`src/logic/atapi_irq_map.vh`:
```
// register offsets, field positions and codes of the interface status block
`ifndef ATAPI_IRQ_MAP_VH
`define ATAPI_IRQ_MAP_VH
`define OFS_DEVCTL_VIEW   16'hff90
`define OFS_FEAT_VIEW     16'hff91
`define OFS_IRQ_STATUS    16'hff92
`define OFS_DEVCFG        16'hff93
`define OFS_CMD_READ      16'hff96
`define OFS_XFER_ACK      16'hff97
`define OFS_XFER_TRIG     16'hff98
`define BIT_CMD_IRQ       7
`define BIT_XEND_IRQ      6
`define BIT_DRQ_IRQ       5
`define BIT_USTOP_IRQ     4
`define BIT_XBUSY         3
`define BIT_SRST_IRQ      2
`define BIT_RST_CMD       1
`define BIT_PKT_DONE      0
`define CFG_ATAPI         0
`define CFG_DEVNUM        1
`define CFG_DRQ_EN        2
`define CFG_USTOP_EN      3
`define CFG_AUTODRQ       4
`define CFG_XEND_MASK     5
`define CODE_DIAG         8'h90
`define CODE_RESET        8'h08
`define CFG_RESET         8'h01
`endif

```
`src/logic/atapi_host_irq_status.v`:
```
// interface status, host control views and interrupt outputs of the atapi port
//
// Chosen here: the Avalon-MM interface to the registers.
`timescale 1ns/1ps
`include "atapi_irq_map.vh"
// Contract
// - host soft reset bit sets busy status; in atapi mode it also sets the soft-reset flag.
// - nien low and drive selected: host interrupt pin actively driven.
// - nien high or not selected: host interrupt pin released.
// - device control view reads bit3 as 1, bit0 as 0, bits 7..4 zero.
// - features view shows overlap in bit 1, dma in bit 0.
// - writing 1 to a status interrupt bit clears it and its interrupt.
// - status bits 3, 1 and 0 never raise the cpu interrupt.
// - atapi mode: host command write while selected sets command flag.
// - atapi mode: diagnostic command code sets command flag regardless of selection.
// - command flag clears on command register read or write of 1.
// - transfer end sets its flag; ack write or write of 1 clears it.
// - atapi mode: packet received or memory transfer also sets end; maskable.
// - when enabled, each packet size reload in autodrq sets request flag.
// - when enabled, early host stop of ultra dma sets stop flag.
// - trigger write sets transfer busy; transfer end clears it.
// - soft-reset flag clears on device control read or write of 1.
// - soft-reset flag in atapi mode always asserts cpu interrupt.
// - last command was reset code sets flag; command read clears it.
// - packet sequence done sets flag; ack register write clears it.
// - after ultra dma, same bit low means last transfer corrupt.
// - selected only while host drive bit equals configured device number.
module atapi_host_irq_status (
  input  wire        i_clk,
  input  wire        i_resetn,
  input  wire [15:0] i_address,
  input  wire        i_read,
  input  wire        i_write,
  input  wire [7:0]  i_writedata,
  output reg  [7:0]  o_readdata,
  output wire        o_waitrequest,
  input  wire        i_host_devctl_we,
  input  wire [7:0]  i_host_devctl_data,
  input  wire        i_host_feat_we,
  input  wire [7:0]  i_host_feat_data,
  input  wire        i_host_cmd_we,
  input  wire [7:0]  i_host_cmd_data,
  input  wire        i_host_drive_bit,
  input  wire        i_xfer_end,
  input  wire        i_packet_rcvd,
  input  wire        i_mem_xfer_done,
  input  wire        i_pkt_reload,
  input  wire        i_ultra_early_stop,
  input  wire        i_ultra_remaining_nz,
  input  wire        i_pkt_seq_done,
  input  wire        i_ultra_xfer_end,
  input  wire        i_ultra_crc_ok,
  input  wire        i_host_irq_req,
  output wire        o_host_irq_out,
  output wire        o_host_irq_oe,
  output reg         o_host_busy_set,
  output wire        o_cpu_irq
);
  reg  [7:0] devctl_r;
  reg  [7:0] feat_r;
  reg  [7:0] cmd_r;
  reg  [7:0] cfg_r;
  reg  [7:0] stat_r;
  wire [7:0] stat_nxt;
  reg  [7:0] rd_mux;
  reg        ack_r;
  wire       req;
  wire       take;
  wire       selected;
  wire       wr_status;
  wire       rd_cmd;
  wire       rd_devctl;
  wire       wr_ack;
  wire       wr_trig;
  wire       wr_cfg;
  wire       atapi;
  wire       srst_rise;
  wire       cmd_accept;
  wire       cmd_is_diag;
  wire       cmd_is_reset;
  wire       xend_event;
  wire       drq_event;
  wire       ustop_event;
  wire       pkt_event;
  wire [7:0] w1c;
  wire [7:0] set_req;
  wire [7:0] set_val;
  wire [7:0] clr_req;
  wire [7:0] irq_en;
  wire [7:0] devctl_view;
  wire [7:0] feat_view;

  // one-cycle answer: wait on the first cycle of a request, release on the next
  assign req           = i_read | i_write;
  assign o_waitrequest = req & ~ack_r;
  assign take          = req & ack_r;
  assign wr_cfg        = take & i_write & (i_address == `OFS_DEVCFG);

  assign atapi     = cfg_r[`CFG_ATAPI];
  assign selected  = (i_host_drive_bit == cfg_r[`CFG_DEVNUM]);
  assign wr_status = take & i_write & (i_address == `OFS_IRQ_STATUS);
  assign rd_cmd    = take & i_read & (i_address == `OFS_CMD_READ);
  assign rd_devctl = take & i_read & (i_address == `OFS_DEVCTL_VIEW);
  assign wr_ack    = take & i_write & (i_address == `OFS_XFER_ACK);
  assign wr_trig   = take & i_write & (i_address == `OFS_XFER_TRIG);
  assign srst_rise = i_host_devctl_we & i_host_devctl_data[2] & ~devctl_r[2];
  // only interrupt bits honour write-one clear
  assign w1c = wr_status ? (i_writedata & 8'hf4) : 8'h00;

  // host interrupt pin: driven only when enabled and selected
  assign o_host_irq_oe  = ~devctl_r[1] & selected;
  assign o_host_irq_out = i_host_irq_req & o_host_irq_oe;

  // flags 3,1,0 are excluded from the cpu interrupt
  assign irq_en[`BIT_CMD_IRQ]   = 1'b1;
  assign irq_en[`BIT_XEND_IRQ]  = ~cfg_r[`CFG_XEND_MASK];
  assign irq_en[`BIT_DRQ_IRQ]   = 1'b1;
  assign irq_en[`BIT_USTOP_IRQ] = 1'b1;
  assign irq_en[`BIT_XBUSY]     = 1'b0;
  assign irq_en[`BIT_SRST_IRQ]  = atapi;
  assign irq_en[`BIT_RST_CMD]   = 1'b0;
  assign irq_en[`BIT_PKT_DONE]  = 1'b0;
  assign o_cpu_irq = |(stat_r & irq_en);

  // command decode shared by the command flag, reset flag and command latch
  assign cmd_is_diag  = (i_host_cmd_data == `CODE_DIAG);
  assign cmd_is_reset = (i_host_cmd_data == `CODE_RESET);
  assign cmd_accept   = i_host_cmd_we & (selected | cmd_is_diag);

  // hardware events; only the request and stop events are gated by their own enables
  assign xend_event  = i_xfer_end | (atapi & (i_packet_rcvd | i_mem_xfer_done));
  assign drq_event   = cfg_r[`CFG_DRQ_EN] & cfg_r[`CFG_AUTODRQ] & i_pkt_reload;
  assign ustop_event = cfg_r[`CFG_USTOP_EN] & i_ultra_early_stop
                     & i_ultra_remaining_nz;
  assign pkt_event   = i_pkt_seq_done | i_ultra_xfer_end;

  // set requests per status bit
  assign set_req[`BIT_CMD_IRQ]   = atapi & cmd_accept;
  assign set_req[`BIT_XEND_IRQ]  = xend_event;
  assign set_req[`BIT_DRQ_IRQ]   = drq_event;
  assign set_req[`BIT_USTOP_IRQ] = ustop_event;
  assign set_req[`BIT_XBUSY]     = wr_trig | i_xfer_end;
  assign set_req[`BIT_SRST_IRQ]  = atapi & srst_rise;
  assign set_req[`BIT_RST_CMD]   = cmd_accept;
  assign set_req[`BIT_PKT_DONE]  = pkt_event;

  // value loaded when a set request is present
  assign set_val[`BIT_CMD_IRQ]   = 1'b1;
  assign set_val[`BIT_XEND_IRQ]  = 1'b1;
  assign set_val[`BIT_DRQ_IRQ]   = 1'b1;
  assign set_val[`BIT_USTOP_IRQ] = 1'b1;
  // a trigger in the ending cycle starts the next transfer, so busy stays
  assign set_val[`BIT_XBUSY]     = wr_trig;
  assign set_val[`BIT_SRST_IRQ]  = 1'b1;
  assign set_val[`BIT_RST_CMD]   = cmd_is_reset;
  // ultra end reports integrity and overrides the packet-done mark
  assign set_val[`BIT_PKT_DONE]  = i_ultra_xfer_end ? i_ultra_crc_ok : 1'b1;

  // clear requests per status bit
  assign clr_req[`BIT_CMD_IRQ]   = w1c[`BIT_CMD_IRQ] | rd_cmd;
  assign clr_req[`BIT_XEND_IRQ]  = w1c[`BIT_XEND_IRQ] | wr_ack;
  assign clr_req[`BIT_DRQ_IRQ]   = w1c[`BIT_DRQ_IRQ];
  assign clr_req[`BIT_USTOP_IRQ] = w1c[`BIT_USTOP_IRQ];
  assign clr_req[`BIT_XBUSY]     = 1'b0;
  assign clr_req[`BIT_SRST_IRQ]  = w1c[`BIT_SRST_IRQ] | rd_devctl;
  assign clr_req[`BIT_RST_CMD]   = rd_cmd;
  assign clr_req[`BIT_PKT_DONE]  = wr_ack;

  // set wins over a clear in the same cycle so no event is lost
  genvar gi;
  generate
    for (gi = 0; gi < 8; gi = gi + 1) begin : g_stat
      assign stat_nxt[gi] = set_req[gi] ? set_val[gi] : (stat_r[gi] & ~clr_req[gi]);
    end
  endgenerate

  // read views with their fixed bits
  assign devctl_view = {4'h0, 1'b1, devctl_r[2:1], 1'b0};
  assign feat_view   = {6'h00, feat_r[1:0]};

  always @* begin
    rd_mux = 8'h00;
    case (i_address)
      `OFS_DEVCTL_VIEW: rd_mux = devctl_view;
      `OFS_FEAT_VIEW:   rd_mux = feat_view;
      `OFS_IRQ_STATUS:  rd_mux = stat_r;
      `OFS_DEVCFG:      rd_mux = cfg_r;
      `OFS_CMD_READ:    rd_mux = cmd_r;
      default:          rd_mux = 8'h00;
    endcase
  end

  always @(posedge i_clk or negedge i_resetn) begin
    if (!i_resetn) begin
      devctl_r        <= 8'h00;
      feat_r          <= 8'h00;
      cmd_r           <= 8'h00;
      cfg_r           <= `CFG_RESET;
      stat_r          <= 8'h00;
      ack_r           <= 1'b0;
      o_host_busy_set <= 1'b0;
      o_readdata      <= 8'h00;
    end else begin
      ack_r           <= req & ~ack_r;
      stat_r          <= stat_nxt;
      o_host_busy_set <= srst_rise;
      if (i_host_devctl_we)
        devctl_r <= i_host_devctl_data;
      if (i_host_feat_we)
        feat_r <= i_host_feat_data;
      // unselected drives only latch the diagnostic code
      if (cmd_accept)
        cmd_r <= i_host_cmd_data;
      if (wr_cfg)
        cfg_r <= i_writedata;
      // loaded in the wait cycle so data stand when the wait drops
      if (!ack_r & i_read)
        o_readdata <= rd_mux;
    end
  end
endmodule

```
`config.mk`:
```
export PLATFORM = sky130hd
export DESIGN_NAME = atapi_host_irq_status
export DESIGN_NICKNAME = d
export VERILOG_FILES = /design/src/logic/atapi_host_irq_status.v
export VERILOG_INCLUDE_DIRS = /design/src /design/src/logic
export SDC_FILE = /design/constraint.sdc
export NUM_CORES = 1
export LEC_CHECK = 0
export BUFFER_PORTS_ARGS = -buffer_cell sky130_fd_sc_hd__buf_2
export CAP_MARGIN = 25
export CORE_AREA = 2 2 75 59
export DETAILED_ROUTE_END_ITERATION = 10
export DIE_AREA = 0 0 77 61
export PLACE_DENSITY = 0.88
export SYNTH_ARGS = -nofsm -noshare
export SYNTH_HDL_FRONTEND = slang
export SYNTH_SLANG_ARGS = --single-unit
```
`constraint.sdc`:
```
create_clock -name i_clk -period 3.6 [get_ports i_clk]
set_clock_uncertainty 0.1 [all_clocks]
set_input_delay 0.18 -clock i_clk [delete_from_list [all_inputs] [get_ports i_clk]]
set_output_delay 0.18 -clock i_clk [all_outputs]
set_load 0.05 [all_outputs]
```
==> metrics.cfg <==
[logic_synthesis]
yosys_warnings = 0
avgSynthCellArea_um2 = 11.0
synth-edff-count = 0
yosysTopAreaCell = dfrtp_1
synth_area_leaders = dfrtp_1 (47%), mux2_4 (6.1%), mux2_1 (4.5%)
synth_most_common_cell = dfrtp_1
synthArstFlopShare = 1.00
netlist_area_mm2 = 0.00198
synth_nets = 247
syn_inst = 181
synth.top_cell.area_share = 0.467
yosysSeqAreaShare = 0.480
ys_top_cells_by_count = dfrtp_1 (37), nor2_1 (13), nand2_1 (11)
ys.flop_type = dfrtp_1
ys_seq_elements = 38
synth_cell_type_count = 44

[global_route]
globalRouteOverflowTotal = 0
use_met1 = 0.307
track_usage = 0.218
use_met2 = 0.347
grt_pass1_wl_mm = 7.78
antenna_found_initial = 0
grt_max_degree = 39
grt_util_met3 = 0.0580
first_global_vias = 1618
top_usage_layer = met2

[finish]
area_delta_synth_final_pct = 26.3
drive_gt1_frac = 0.369
n_antenna_cell = 0
layout.cells.non_filler = 307
nNetsFinal = 317

[critical_path]
worst_setup_path_end_kind = flip-flop
startpoint = i_address[6]
worstPathArrival_ns = 2.31
critPathCapture = cfg_r[2]
required_ns = 3.67
cp-start-kind = input port
worstPathMaxFanout = 11
rr_worst_depth = 3
timing.reg2reg.setup_slack_ns = 1.73
worstSetupPathType = in -> reg
r2r-start = ack_r
r2r-end = cfg_r[2]

[sta]
setup_tns_ns = 0
hold_viol = 0
tightest_slew_ns = 0.880
slew_headroom = 0.409
maxSlewViolCount = 0
setup_violations = 0
max_freq_mhz = 447
period_minus_slack_ns = 2.24
finalCritPeriodShare = 0.621
grt_setup_unrepaired = no

[clocking]
htree_levels = 2
ctsResizeCount = 0
clk_pin_slew_ns = 0.07
clkLatencyLatePin_ns = 0.29
cts.sinks = 38
cts_tree = done
cts-buffers-inserted = 5
cts_setup_buffers = 0
cts.path.max_buffers = 2
clock-root-buffer = clkbuf_8

[place]
gp_congestion = 0.931
io_buffers = 66
post-dp-hpwl_mm = 3.58
place_inst = 296

[worst_hold_path]
hold_class = in -> reg

[routing]
wire_per_inst_um = 15.3
drt_iter0_drc = 106
totalWireLength_mm = 4.70
ant_nets = 0
vias = 1700
firstDrtPassIters = 4
viasPerCell = 5.54
remaining_drc_errors = 0

[die]
die-area_mm2 = 0.00470
pin_count = 79
initial_core_util = 0.502
coreArea_mm2 = 0.00395
rows = 20
die_width_um = 77
dieHeight_um = 61

[power_and_ir_drop]
ir_worst_vdd_mv = 0.288
power.leakage_uw = 0.00115
p_per_area_mw_per_mm2 = 408

[run]
maxCapViolCount = 0

[status]
status = completed

kinds of logic after synthesis:
logic type | after synthesis | share of synthesized area
muxes | 24 | 0.151
xor gates and xnor gates | 1 | 0.00442
buffers and inverters | 10 | 0.0196
DFF | 38 | 0.480
AOI/OAI and AO/OA | 39 | 0.135
and+or+nand+nor | 69 | 0.210
worst max-delay path, stage by stage:
cell,delay (ns)
buf_2,0.09
nand4bb_1,0.44
nor4b_1,0.44
nor2b_1,0.76
mux2_1,0.39
flip-flops by register name, indices dropped and copies added (netlist names):
name	flops
o_readdata	8
o_host_busy_set	1
cfg_r	8
ack_r	1
stat_r	8
feat_r	2
cmd_r	8
devctl_r	2
power by group:
part / internal, uW / total [uW] / switching [uW]
combinational: 74.5 / 180 / 105
sequential: 457 / 478 / 21.3
clock: 226 / 365 / 140
total: 757 / 1020 / 266
timing repair:
item / 4_1_cts / 5_1_grt
hold buffers: 3 / 0
endpoints found under the hold margin: 39 / 0
endpoints found under the setup margin: 0 / 0
placed cells by master, fill, tap and decap left out, drive strengths merged, types with 3 or more instances in the layout:
cell         netlist  layout
nor4               6       6
o21ai             12      12
a22o               4       4
nor2b              7       7
nand2b             3       3
nand3              6       6
mux2              23      23
or4                3       3
buf                1      66
dlygate4sd3        0       3
a22oi              4       4
dfrtp             37      37
nand2             11      11
inv                4       4
nand4              4       4
a21oi              7       7
clkbuf             5       7
nor3               3       3
a32oi              3       3
nor2              13      13
per-layer routing:
metal / routed length, um / up-vias / part of all wire
met5: 0 / - / 0
met4: 39 / 0 / 0.0083
met3: 409 / 5 / 0.087
met2: 2100 / 77 / 0.45
met1: 2150 / 792 / 0.46
li1: - / 826 / -
final cells by class:
cell class                 count  area [um2]
fill                         356        1450
clock buffer                   7        86.3
sequential                    38         952
inverter                       4        15.0
clock inverter                 1        30.0
tap                           55        68.8
timing repair buffer          69         360
multi-input combinational    133         992
per-stage QoR:
step | worst slack [ns] | hold slack, ns | instance area (um2) | utilization | power, uW
final | 1.36 | 0.00538 | 2500 | 0.634 | 1020
after global routing | 1.17 | 0.00642 | 2500 | 0.634 | 1070
after CTS | 1.38 | 0.000442 | 2500 | 0.634 | 1030
after detailed placement | 1.06 | 0.220 | 2360 | 0.597 | 662
after global placement | 1.11 | 0.209 | 2360 | 0.597 | 659
after floorplan | 1.34 | -0.216 | 1980 | - | 589
worst min-delay path by stage:
stage,start,to,slack [ns],depth (start not counted)
floorplan,i_resetn,ack_r,-0.22,0
global placement,i_resetn,stat_r[4],0.21,1
detailed placement,i_resetn,cfg_r[3],0.22,1
CTS,i_host_devctl_we,devctl_r[2],0.0004,2
global route,i_host_devctl_we,devctl_r[2],0.006,2
finish,i_host_devctl_we,devctl_r[2],0.005,2
Power figures use the tool's default switching activity.
